`config.mk`:
```
export PLATFORM = sky130hd
export DESIGN_NAME = usb_isdn_irq_priority_ctrl
export DESIGN_NICKNAME = d
export VERILOG_FILES = /design/src/verilog/irq_ctrl_pkg.sv /design/src/verilog/usb_isdn_irq_priority_ctrl.sv
export SDC_FILE = /design/constraint.sdc
export NUM_CORES = 1
export LEC_CHECK = 0
export BUFFER_PORTS_ARGS = -buffer_cell sky130_fd_sc_hd__buf_2
export CORE_UTILIZATION = 55
export DETAILED_ROUTE_END_ITERATION = 7
export PLACE_DENSITY = 0.78
export SYNTH_ARGS = -nofsm -noshare
export SYNTH_HDL_FRONTEND = slang
export SYNTH_SLANG_ARGS = --single-unit
```
`constraint.sdc`:
```
create_clock -name clock -period 29.2 [get_ports clock]
set_clock_uncertainty 0.1 [all_clocks]
set_input_delay 4.38 -clock clock [delete_from_list [all_inputs] [get_ports clock]]
set_output_delay 4.38 -clock clock [all_outputs]
set_load 0.03 [all_outputs]
```
`src/verilog/irq_ctrl_pkg.sv`:
```
// Notes on behaviour
// RULE_01 - third enable register bits 2..0 enable auxiliary, second B-channel, C/I change
// RULE_02 - usb device request needs its enable, device line enable and global enable
// RULE_03 - usb device enable register reachable only while endpoint select holds 80 hex
// RULE_04 - usb device enables bits 7..0: se0, attach, detach, suspend, change, status, setup, frame
// RULE_05 - endpoint n enable register selected by endpoint select value 0n hex
// RULE_06 - endpoint request needs specific enable, summary flag, line enable, global enable
// RULE_07 - endpoint enables gate matching request flags; bit 4 reads zero
// RULE_08 - buffer control bit 4 enables summary flag; line enable gates all endpoints
// RULE_09 - buffer control registers reached through endpoint select value 0n hex
// RULE_10 - configuration request enable bit 0 enables its interrupt; other bits read zero
// RULE_11 - software writes zero to isdn status initialise after reset, then leaves it
// RULE_12 - software masks isdn sources only through second and third enable registers
// RULE_13 - fourteen sources sit in six groups by enable bit position
// RULE_14 - group level is high bit from high register, low bit from low register
// RULE_15 - only a strictly higher level preempts; higher level served first
// RULE_16 - equal levels served in scan order: lower group first, then left column first
// RULE_17 - flags sampled at sample phase each machine cycle, polled next cycle, long call
// RULE_18 - a blocked or vanished request is not remembered
// RULE_19 - hardware clears request flags of some sources on vectoring only
// RULE_20 - fixed vector per source
// RULE_21 - wakeup from suspend raises non-maskable request to vector 007b
// RULE_22 - in suspend external zero ignores its enable and goes to non-maskable vector
// RULE_23 - global enable cleared blocks all maskable requests
// RULE_24 - endpoint summary flags clear when software reads them
// RULE_25 - reserved and constant zero bits read zero, writes ignored
`default_nettype none
package irq_ctrl_pkg;
  localparam logic [7:0] ADDR_EN_A        = 8'ha8;
  localparam logic [7:0] ADDR_EN_B        = 8'ha9;
  localparam logic [7:0] ADDR_EN_C        = 8'haa;
  localparam logic [7:0] ADDR_PRIO_HIGH   = 8'hac;
  localparam logic [7:0] ADDR_PRIO_LOW    = 8'hb8;
  localparam logic [7:0] ADDR_EP_BUF_CTRL = 8'hc1;
  localparam logic [7:0] ADDR_EP_IRQ_EN   = 8'hc3;
  localparam logic [7:0] ADDR_EP_SELECT   = 8'hd2;
  localparam logic [7:0] ADDR_SUMMARY     = 8'hd6;
  localparam logic [7:0] ADDR_CFG_EN      = 8'hd8;

  localparam logic [7:0] MASK_EN_A      = 8'hbb;
  localparam logic [7:0] MASK_EN_B      = 8'h3f;
  localparam logic [7:0] MASK_EN_C      = 8'h07;
  localparam logic [7:0] MASK_PRIO      = 8'h3f;
  localparam logic [7:0] MASK_EP_BUF    = 8'h9d;
  localparam logic [7:0] MASK_EP_IRQ_EN = 8'hef;
  localparam logic [7:0] MASK_CFG_EN    = 8'h01;
  localparam logic [7:0] REG_RESET      = 8'h00;
  localparam logic [7:0] SELECT_USB_DEV = 8'h80;

  localparam int GLOBAL_EN_BIT    = 7;
  localparam int USB_DEV_LINE_BIT = 5;
  localparam int EP_LINE_BIT      = 0;
  localparam int EP_SUMMARY_BIT   = 4;
  localparam int CFG_REQ_BIT      = 0;

  localparam int NUM_SOURCES   = 14;
  localparam int NUM_ENDPOINTS = 8;

  localparam logic [3:0] MACHINE_CYCLE_CLOCKS = 4'd12;
  localparam logic [3:0] SAMPLE_PHASE_CLOCK   = 4'd9;

  localparam logic [3:0] SRC_EXT0 = 4'd0;
  localparam logic [3:0] SRC_TMR0 = 4'd1;
  localparam logic [3:0] SRC_TMR1 = 4'd2;
  localparam logic [3:0] SRC_EEP  = 4'd3;
  localparam logic [3:0] SRC_USB  = 4'd4;
  localparam logic [3:0] SRC_EP   = 4'd5;
  localparam logic [3:0] SRC_B1   = 4'd6;
  localparam logic [3:0] SRC_D    = 4'd7;
  localparam logic [3:0] SRC_ST   = 4'd8;
  localparam logic [3:0] SRC_MON  = 4'd9;
  localparam logic [3:0] SRC_TRAN = 4'd10;
  localparam logic [3:0] SRC_CIC  = 4'd11;
  localparam logic [3:0] SRC_B2   = 4'd12;
  localparam logic [3:0] SRC_AUX  = 4'd13;

  localparam logic [0:13][15:0] VECTOR_TABLE = '{16'h0003, 16'h000b, 16'h001b, 16'h0023, 16'h002b,
    16'h0033, 16'h003b, 16'h0043, 16'h004b, 16'h0053, 16'h005b, 16'h0063, 16'h006b, 16'h0083};
  localparam logic [15:0] NMI_VECTOR = 16'h007b;
  localparam logic [0:13][2:0] GROUP_OF = '{3'd0, 3'd1, 3'd3, 3'd4, 3'd5, 3'd0, 3'd1,
    3'd2, 3'd3, 3'd4, 3'd5, 3'd0, 3'd1, 3'd2};
  localparam logic [0:13][3:0] SCAN_ORDER = '{SRC_EXT0, SRC_EP, SRC_CIC, SRC_TMR0, SRC_B1, SRC_B2,
    SRC_D, SRC_AUX, SRC_TMR1, SRC_ST, SRC_EEP, SRC_MON, SRC_USB, SRC_TRAN};
  localparam logic [13:0] HW_CLEAR_DEFAULT = 14'h0007;

  typedef struct packed {
    logic [7:0] addr;
    logic [7:0] wdata;
    logic       wr;
    logic       rd;
  } sfr_req_t;

  typedef struct packed {
    logic [15:0] vector;
    logic [1:0]  level;
    logic        nmi;
  } call_t;
endpackage
`default_nettype wire

```
`src/verilog/usb_isdn_irq_priority_ctrl.sv`:
```
`default_nettype none
module usb_isdn_irq_priority_ctrl
  import irq_ctrl_pkg::*;
#(
  parameter logic [13:0] HW_CLEAR_MASK = HW_CLEAR_DEFAULT
) (
  input  wire  logic            clock,
  input  wire  logic            rst,
  input  wire  sfr_req_t        sfr_req,
  output logic [7:0]            sfr_rdata,
  input  wire  logic            ext_pin_zero,
  input  wire  logic            timer0_flag,
  input  wire  logic            timer1_flag,
  input  wire  logic            eeprom_flag,
  input  wire  logic [7:0]      usb_device_flags,
  input  wire  logic            config_request_flag,
  input  wire  logic [7:0][7:0] ep_request_flags,
  input  wire  logic            hdlc_b1_source,
  input  wire  logic            hdlc_b2_source,
  input  wire  logic            hdlc_d_source,
  input  wire  logic            sync_transfer_source,
  input  wire  logic            monitor_source,
  input  wire  logic            transceiver_source,
  input  wire  logic            ci_change_source,
  input  wire  logic            aux_source,
  input  wire  logic            suspend_mode,
  input  wire  logic            wakeup_event,
  input  wire  logic            irq_return,
  output logic                  long_call,
  output call_t                 call_info,
  output logic                  nmi_request,
  output logic [13:0]           hw_flag_clear,
  output logic [7:0]            ep_summary_flags,
  output logic                  sample_phase
);

  logic [7:0]      irq_enable_a_reg;
  logic [7:0]      irq_enable_b_reg;
  logic [7:0]      irq_enable_c_reg;
  logic [7:0]      priority_high_bits_reg;
  logic [7:0]      priority_low_bits_reg;
  logic [7:0]      config_request_irq_enable_reg;
  logic [7:0]      endpoint_select_reg;
  logic [7:0]      usb_device_irq_enable_reg;
  logic [7:0][7:0] endpoint_buffer_control_reg;
  logic [7:0][7:0] endpoint_irq_enable_reg;
  logic [7:0]      ep_summary_flags_reg;
  logic [7:0]      ep_summary_set;
  logic [3:0]      phase_reg;
  logic            sample_phase_reg;
  logic            poll_phase_reg;
  logic [13:0]     req_gated;
  logic [13:0]     sample_reg;
  logic            nmi_source;
  logic            nmi_sample_reg;
  logic            nmi_request_reg;
  logic [3:0]      in_service_reg;
  logic            nmi_in_service_reg;
  logic [3:0]      ret_clear;
  logic            long_call_reg;
  call_t           call_info_reg;
  logic [13:0]     hw_flag_clear_reg;
  logic [7:0]      sfr_rdata_reg;
  logic [7:0]      rd_value;
  logic            global_en;
  logic            ep_sel_valid;
  logic [2:0]      ep_index;
  logic            usb_dev_selected;
  logic            summary_read;
  logic            win_found;
  logic [3:0]      win_src;
  logic [1:0]      win_level;
  logic            call_allowed;

  function automatic logic [1:0] level_of(input logic [3:0] src, input logic [7:0] hi, input logic [7:0] lo);
    level_of = {hi[GROUP_OF[src]], lo[GROUP_OF[src]]}; // RULE_13 RULE_14
  endfunction

  function automatic logic [1:0] top_level(input logic [3:0] active);
    top_level = active[3] ? 2'd3 : active[2] ? 2'd2 : active[1] ? 2'd1 : 2'd0;
  endfunction

  assign global_en        = irq_enable_a_reg[GLOBAL_EN_BIT];
  assign ep_sel_valid     = (endpoint_select_reg[7:3] == 5'h00); // RULE_05 RULE_09
  assign ep_index         = endpoint_select_reg[2:0];
  assign usb_dev_selected = (endpoint_select_reg == SELECT_USB_DEV); // RULE_03
  assign summary_read     = sfr_req.rd && (sfr_req.addr == ADDR_SUMMARY);

  // mixed-access registers keep only their writable bits, so reserved bits read zero
  always_ff @(posedge clock or posedge rst) begin
    if (rst) begin
      irq_enable_a_reg              <= REG_RESET;
      irq_enable_b_reg              <= REG_RESET;
      irq_enable_c_reg              <= REG_RESET;
      priority_high_bits_reg        <= REG_RESET;
      priority_low_bits_reg         <= REG_RESET;
      config_request_irq_enable_reg <= REG_RESET;
      endpoint_select_reg           <= REG_RESET;
    end else if (sfr_req.wr) begin
      case (sfr_req.addr)
        ADDR_EN_A:      irq_enable_a_reg <= sfr_req.wdata & MASK_EN_A; // RULE_25
        ADDR_EN_B:      irq_enable_b_reg <= sfr_req.wdata & MASK_EN_B;
        ADDR_EN_C:      irq_enable_c_reg <= sfr_req.wdata & MASK_EN_C; // RULE_01
        ADDR_PRIO_HIGH: priority_high_bits_reg <= sfr_req.wdata & MASK_PRIO; // RULE_14
        ADDR_PRIO_LOW:  priority_low_bits_reg <= sfr_req.wdata & MASK_PRIO;
        ADDR_CFG_EN:    config_request_irq_enable_reg <= sfr_req.wdata & MASK_CFG_EN; // RULE_10
        ADDR_EP_SELECT: endpoint_select_reg <= sfr_req.wdata;
        default: ;
      endcase
    end
  end

  // select values outside 00..07 and 80 reach nothing
  always_ff @(posedge clock or posedge rst) begin
    if (rst) begin
      usb_device_irq_enable_reg   <= REG_RESET;
      endpoint_buffer_control_reg <= '0;
      endpoint_irq_enable_reg     <= '0;
    end else if (sfr_req.wr) begin
      if (sfr_req.addr == ADDR_EP_IRQ_EN && usb_dev_selected) begin
        usb_device_irq_enable_reg <= sfr_req.wdata; // RULE_03 RULE_04
      end else if (sfr_req.addr == ADDR_EP_IRQ_EN && ep_sel_valid) begin
        endpoint_irq_enable_reg[ep_index] <= sfr_req.wdata & MASK_EP_IRQ_EN; // RULE_05 RULE_07
      end else if (sfr_req.addr == ADDR_EP_BUF_CTRL && ep_sel_valid) begin
        endpoint_buffer_control_reg[ep_index] <= sfr_req.wdata & MASK_EP_BUF; // RULE_09
      end
    end
  end

  genvar ep;
  generate
    for (ep = 0; ep < NUM_ENDPOINTS; ep++) begin : g_summary
      assign ep_summary_set[ep] = endpoint_buffer_control_reg[ep][EP_SUMMARY_BIT] &&
                                  |(ep_request_flags[ep] & endpoint_irq_enable_reg[ep]); // RULE_07 RULE_08
      // a new request in the read cycle survives the read
      always_ff @(posedge clock or posedge rst) begin
        if (rst) begin
          ep_summary_flags_reg[ep] <= 1'b0;
        end else if (ep_summary_set[ep]) begin
          ep_summary_flags_reg[ep] <= 1'b1;
        end else if (summary_read) begin
          ep_summary_flags_reg[ep] <= 1'b0; // RULE_24
        end
      end
    end
  endgenerate

  always_comb begin
    rd_value = 8'h00;
    case (sfr_req.addr)
      ADDR_EN_A:        rd_value = irq_enable_a_reg;
      ADDR_EN_B:        rd_value = irq_enable_b_reg;
      ADDR_EN_C:        rd_value = irq_enable_c_reg;
      ADDR_PRIO_HIGH:   rd_value = priority_high_bits_reg;
      ADDR_PRIO_LOW:    rd_value = priority_low_bits_reg;
      ADDR_CFG_EN:      rd_value = config_request_irq_enable_reg;
      ADDR_EP_SELECT:   rd_value = endpoint_select_reg;
      ADDR_SUMMARY:     rd_value = ep_summary_flags_reg;
      ADDR_EP_BUF_CTRL: rd_value = ep_sel_valid ? endpoint_buffer_control_reg[ep_index] : 8'h00;
      ADDR_EP_IRQ_EN: begin
        if (usb_dev_selected) begin
          rd_value = usb_device_irq_enable_reg;
        end else if (ep_sel_valid) begin
          rd_value = endpoint_irq_enable_reg[ep_index];
        end
      end
      default:          rd_value = 8'h00;
    endcase
  end

  always_ff @(posedge clock or posedge rst) begin
    if (rst) begin
      sfr_rdata_reg <= 8'h00;
    end else begin
      sfr_rdata_reg <= sfr_req.rd ? rd_value : 8'h00;
    end
  end

  // machine cycle divider: sample at SAMPLE_PHASE, poll on the first clock of the next cycle
  always_ff @(posedge clock or posedge rst) begin
    if (rst) begin
      phase_reg        <= 4'h0;
      sample_phase_reg <= 1'b0;
      poll_phase_reg   <= 1'b0;
    end else begin
      phase_reg        <= (phase_reg == MACHINE_CYCLE_CLOCKS - 4'h1) ? 4'h0 : phase_reg + 4'h1;
      sample_phase_reg <= (phase_reg == SAMPLE_PHASE_CLOCK - 4'h1); // RULE_17
      poll_phase_reg   <= (phase_reg == MACHINE_CYCLE_CLOCKS - 4'h1);
    end
  end

  always_comb begin
    req_gated           = '0;
    req_gated[SRC_EXT0] = ext_pin_zero && irq_enable_a_reg[0] && !suspend_mode; // RULE_22
    req_gated[SRC_TMR0] = timer0_flag && irq_enable_a_reg[1];
    req_gated[SRC_TMR1] = timer1_flag && irq_enable_a_reg[3];
    req_gated[SRC_EEP]  = eeprom_flag && irq_enable_a_reg[4];
    req_gated[SRC_USB]  = (|(usb_device_flags & usb_device_irq_enable_reg) ||
                           (config_request_flag && config_request_irq_enable_reg[CFG_REQ_BIT])) &&
                          irq_enable_a_reg[USB_DEV_LINE_BIT]; // RULE_02 RULE_10
    req_gated[SRC_EP]   = |ep_summary_flags_reg && irq_enable_b_reg[EP_LINE_BIT]; // RULE_06 RULE_08
    req_gated[SRC_B1]   = hdlc_b1_source && irq_enable_b_reg[1];
    req_gated[SRC_D]    = hdlc_d_source && irq_enable_b_reg[2];
    req_gated[SRC_ST]   = sync_transfer_source && irq_enable_b_reg[3];
    req_gated[SRC_MON]  = monitor_source && irq_enable_b_reg[4];
    req_gated[SRC_TRAN] = transceiver_source && irq_enable_b_reg[5];
    req_gated[SRC_CIC]  = ci_change_source && irq_enable_c_reg[0]; // RULE_01
    req_gated[SRC_B2]   = hdlc_b2_source && irq_enable_c_reg[1];
    req_gated[SRC_AUX]  = aux_source && irq_enable_c_reg[2];
    if (!global_en) begin
      req_gated = '0; // RULE_23
    end
  end

  assign nmi_source = wakeup_event || (suspend_mode && ext_pin_zero); // RULE_21 RULE_22

  // samples are overwritten every machine cycle, so a denied request leaves no trace
  always_ff @(posedge clock or posedge rst) begin
    if (rst) begin
      sample_reg      <= '0;
      nmi_sample_reg  <= 1'b0;
      nmi_request_reg <= 1'b0;
    end else begin
      nmi_request_reg <= nmi_source; // RULE_21
      if (sample_phase_reg) begin
        sample_reg     <= req_gated; // RULE_17 RULE_18
        nmi_sample_reg <= nmi_source;
      end
    end
  end

  // strict greater-than keeps the earlier source in scan order on a tie
  always_comb begin
    win_found = 1'b0;
    win_src   = 4'h0;
    win_level = 2'd0;
    for (int k = 0; k < NUM_SOURCES; k++) begin
      if (sample_reg[SCAN_ORDER[k]] &&
          (!win_found || level_of(SCAN_ORDER[k], priority_high_bits_reg, priority_low_bits_reg) > win_level)) begin
        win_found = 1'b1; // RULE_15 RULE_16
        win_src   = SCAN_ORDER[k];
        win_level = level_of(SCAN_ORDER[k], priority_high_bits_reg, priority_low_bits_reg);
      end
    end
  end

  assign call_allowed = !nmi_in_service_reg &&
                        ((in_service_reg == 4'h0) || (win_level > top_level(in_service_reg))); // RULE_15

  always_ff @(posedge clock or posedge rst) begin
    if (rst) begin
      long_call_reg     <= 1'b0;
      call_info_reg     <= '0;
      hw_flag_clear_reg <= '0;
    end else begin
      long_call_reg     <= 1'b0;
      hw_flag_clear_reg <= '0;
      if (poll_phase_reg && nmi_sample_reg && !nmi_in_service_reg) begin
        long_call_reg        <= 1'b1; // RULE_21
        call_info_reg.vector <= NMI_VECTOR;
        call_info_reg.level  <= 2'd3;
        call_info_reg.nmi    <= 1'b1;
      end else if (poll_phase_reg && win_found && call_allowed) begin
        long_call_reg        <= 1'b1; // RULE_17
        call_info_reg.vector <= VECTOR_TABLE[win_src]; // RULE_20
        call_info_reg.level  <= win_level;
        call_info_reg.nmi    <= 1'b0;
        hw_flag_clear_reg    <= (14'h0001 << win_src) & HW_CLEAR_MASK; // RULE_19
      end
    end
  end

  // a return ends the non-maskable routine first, otherwise the highest active level
  assign ret_clear = (irq_return && !nmi_in_service_reg) ? (4'h1 << top_level(in_service_reg)) : 4'h0;

  always_ff @(posedge clock or posedge rst) begin
    if (rst) begin
      in_service_reg     <= 4'h0;
      nmi_in_service_reg <= 1'b0;
    end else begin
      in_service_reg <= (in_service_reg & ~ret_clear) |
                        ((long_call_reg && !call_info_reg.nmi) ? (4'h1 << call_info_reg.level) : 4'h0); // RULE_15
      nmi_in_service_reg <= (nmi_in_service_reg && !irq_return) || (long_call_reg && call_info_reg.nmi);
    end
  end

  assign sfr_rdata        = sfr_rdata_reg;
  assign long_call        = long_call_reg;
  assign call_info        = call_info_reg;
  assign nmi_request      = nmi_request_reg;
  assign hw_flag_clear    = hw_flag_clear_reg;
  assign ep_summary_flags = ep_summary_flags_reg;
  assign sample_phase     = sample_phase_reg;
endmodule
`default_nettype wire

```
==> impl_metrics.csv <==
group,metric,value,unit
critical_path,ff2ff_path_depth,82,
floorplanning,ioPinCount,160,
layout,drive_gt1_share,32.4,%
worst_hold_path,min-delay-start,"call_info[4]",
critical_path,endpoint_kind,"register",
global_routing,gr-usage-all-layers,30.4,%
floorplanning,die_h,141,um
route,ant_nets,0,
critical_path,worstPathArrival,18350,ps
timing,post-route-period-util,61.9,%
clock_network,cts_max_level,4,
route,drc_errors,0,
worst_hold_path,worstHoldPathCells,1,
layout,area_growth,12.8,%
clock_network,post_cts_buffers,0,
run_status,status,"complete, no violations",
synth,synthMuxAreaShare,16.9,%
placement,pre_cts_ws,11400,ps
route,wl_per_cell,21.6,um
floorplanning,start_util,56.3,%
synth,synth_area,10600,um2
layout,num_antenna_cells,0,
timing,tns,0,ps
synth,yosysUniqueCellTypes,87,
job,drv_cap,0,
route,drt-total-wl,28700,um
clock_network,cts-resized-gates,0,
clock_network,root_buffer,"clkbuf_16",
placement,dp_hpwl,20800,um
synth,ys_dominant_reg_cell,"dfrtp_1",
critical_path,r2r_setup_slack,11120,ps
pwr,ir_drop,0.0393,mV
critical_path,worstSetupPathType,"reg -> reg",
timing,slew_viol_final,0,
route,drt_iter0_drc,787,
synth,synthSimpleGateAreaFrac,11.0,%
global_routing,grt_pass1_wl,46200,um
synth,synth_top_family_by_area,"compound AO/OA/AOI/OAI gates",
synth,yosys_warnings,0,
timing,slew_headroom,20.1,%
floorplanning,rows,50,
floorplanning,dieArea,19800,um2
global_routing,grt_max_degree,119,
placement,port-buffer-count,131,
critical_path,start_kind,"register",
layout,nets,1212,
timing,rsz0062_at_grt,"false",
critical_path,crit_slowest_cell,"o31ai_1",
global_routing,grt_overflow_total,0,
synth,async_flop_share,100,%
synth,synthCells,964,
global_routing,antenna_found_initial,0,
route,vias_per_cell,6.42,
synth,synth-compound-area-share,18.5,%
critical_path,r2r_start,"sample_reg[0]",
clock_network,holdBufCountCts,0,
synth,synth_xor_area_share,0,%
pwr,pwr_density_cell,46.4,nW/um2
clock_network,cts_tree,"done",
layout,largest_reg_flops,56,
critical_path,r2r-end,"hw_flag_clear[2]",
timing,hold_viol,0,
route,dr.pass1.iters,8,
synth,synth.avg_cell_area,11.0,um2
worst_hold_path,hold_path.class,"reg -> reg",
timing,hold_ws,389,ps
route,vias,8529,
timing,timing.final.ws_setup,11120,ps
timing,fin_crit,18080,ps
layout,n_fill_cell,1491,
timing,setup_viol,0,
placement,gp_congestion,0.944,
clock_network,cts_sinks,196,
clock_network,clk_pin_slew,70,ps
worst_hold_path,holdPathEnd,"call_info[4]",
synth,synth_edf_count,0,
clock_network,worstSkewPairLatency,440,ps
critical_path,max_stage_delay,550,ps
clock_network,cts.path.max_buffers,2,
global_routing,grt_pass1_vias,8503,
synth,ys_ff_latch,196,
synth,synthAdderAreaFrac,2.79,%
synth,synth-seq-area-share,46.4,%
floorplanning,coreArea,18800,um2
floorplanning,die-width,141,um
critical_path,worst_path_most_repeated_cell,"ha_1",
pwr,leakage,5.68,nW
timing,max_slew.worst_pin.slew,1200,ps
clock_network,cts_made_buffers,17,
critical_path,worstPathMaxFanout,11,
critical_path,crit_required,29470,ps
timing,maxClockFrequency,55.3,MHz
[placed cells by master, fill, tap and decap left out, types with 4 or more instances in the layout]
cell / n
a21oi_1: 33
a221oi_1: 21
a222oi_1: 9
a22o_1: 19
a22oi_1: 52
a31oi_1: 7
and3b_1: 4
buf_2: 131
buf_4: 9
clkbuf_16: 17
conb_1: 20
dfrtp_1: 196
ha_1: 22
inv_1: 39
inv_8: 5
mux2_2: 147
mux2i_1: 12
nand2_1: 68
nand2b_1: 7
nand3_1: 32
nand4_1: 19
nor2_1: 47
nor2b_1: 9
nor3_1: 6
nor3b_1: 8
nor4_1: 5
o21ai_0: 43
o21ai_1: 5
o22ai_1: 6
o41ai_1: 4
or3_1: 4
[stage by stage]
stage | power, mW | cells | utilization (%) | cell area [um2]
floorplan | 0.312 | 983 | - | 10600
global placement | 0.327 | 1297 | 60.5 | 11400
detailed placement | 0.328 | 1297 | 60.5 | 11400
CTS | 0.555 | 1328 | 63.5 | 11900
global route | 0.572 | 1328 | 63.5 | 11900
finish | 0.554 | 1328 | 63.5 | 11900
[cell type report]
type                    instances  area, um2  share of cell area (%)
flip-flops and latches        196       4900                    41.1
multi-input cells             685       5270                    44.2
clock buffers                  17        425                    3.57
inverters                      42        165                    1.39
well taps                     234        293                    2.46
repair buffers                140        723                    6.07
clock inverters                14        144                    1.21
[power by group]
group / switching [mW] / internal, mW / leakage [nW] / total [mW]
sequential: 0.00574 / 0.275 / 2.68 / 0.281
clock: 0.111 / 0.120 / 0.278 / 0.231
combinational: 0.0281 / 0.0136 / 2.73 / 0.0417
[cells in the mapped netlist (12+ instances only)]
cell	count	area share [%]
mux2_2	147	16
buf_4	21	1.5
a221oi_1	21	1.7
a21oi_1	33	1.6
a22oi_1	52	3.7
o21ai_0	43	2.0
a22o_1	19	1.6
nand2_1	68	2.4
dfrtp_1	196	46
nor2_1	47	1.7
nand3_1	32	1.5
clkbuf_1	34	1.2
ha_1	22	2.6
inv_1	40	1.4
nand4_1	19	1.1
mux2i_1	12	1.1
[cell families after synthesis]
logic type / count (synthesis)
fa+ha+maj: 24
simple gates: 229
flops: 196
mux: 160
buf+inv: 102
other cells: 1
compound gates: 252
[how the worst max path moves through the flow]
stage	start	endpoint	slack [ps]	cells past startpoint
2_1_floorplan	sample_reg[0]	call_info[7]	13350	84
3_3_place_gp	sample_reg[0]	hw_flag_clear[2]	11520	82
3_5_place_dp	sample_reg[0]	hw_flag_clear[2]	11400	82
4_1_cts	sample_reg[0]	hw_flag_clear[2]	11280	82
5_1_grt	sample_reg[0]	hw_flag_clear[2]	9700	85
6_report	sample_reg[0]	hw_flag_clear[2]	11120	82
[worst max-delay path, delay by kind of cell (launching register included)]
| family | cells | cell delay [ps] |
|---|---|---|
| fa+ha+maj | 13 | 3420 |
| flops | 1 | 470 |
| compound gates | 33 | 6530 |
| simple gates | 28 | 4720 |
| buf+inv | 1 | 210 |
| mux | 7 | 2500 |
[layer usage]
metal / vias to the layer above / track usage (%) / routed length, um
met5: - / 0 / 0
met4: 0 / 13.2 / 1050
met3: 82 / 4.99 / 1740
met2: 380 / 50.6 / 14000
met1: 4213 / 39.4 / 11800
li1: 3854 / - / -
Power figures use the tool's default switching activity.
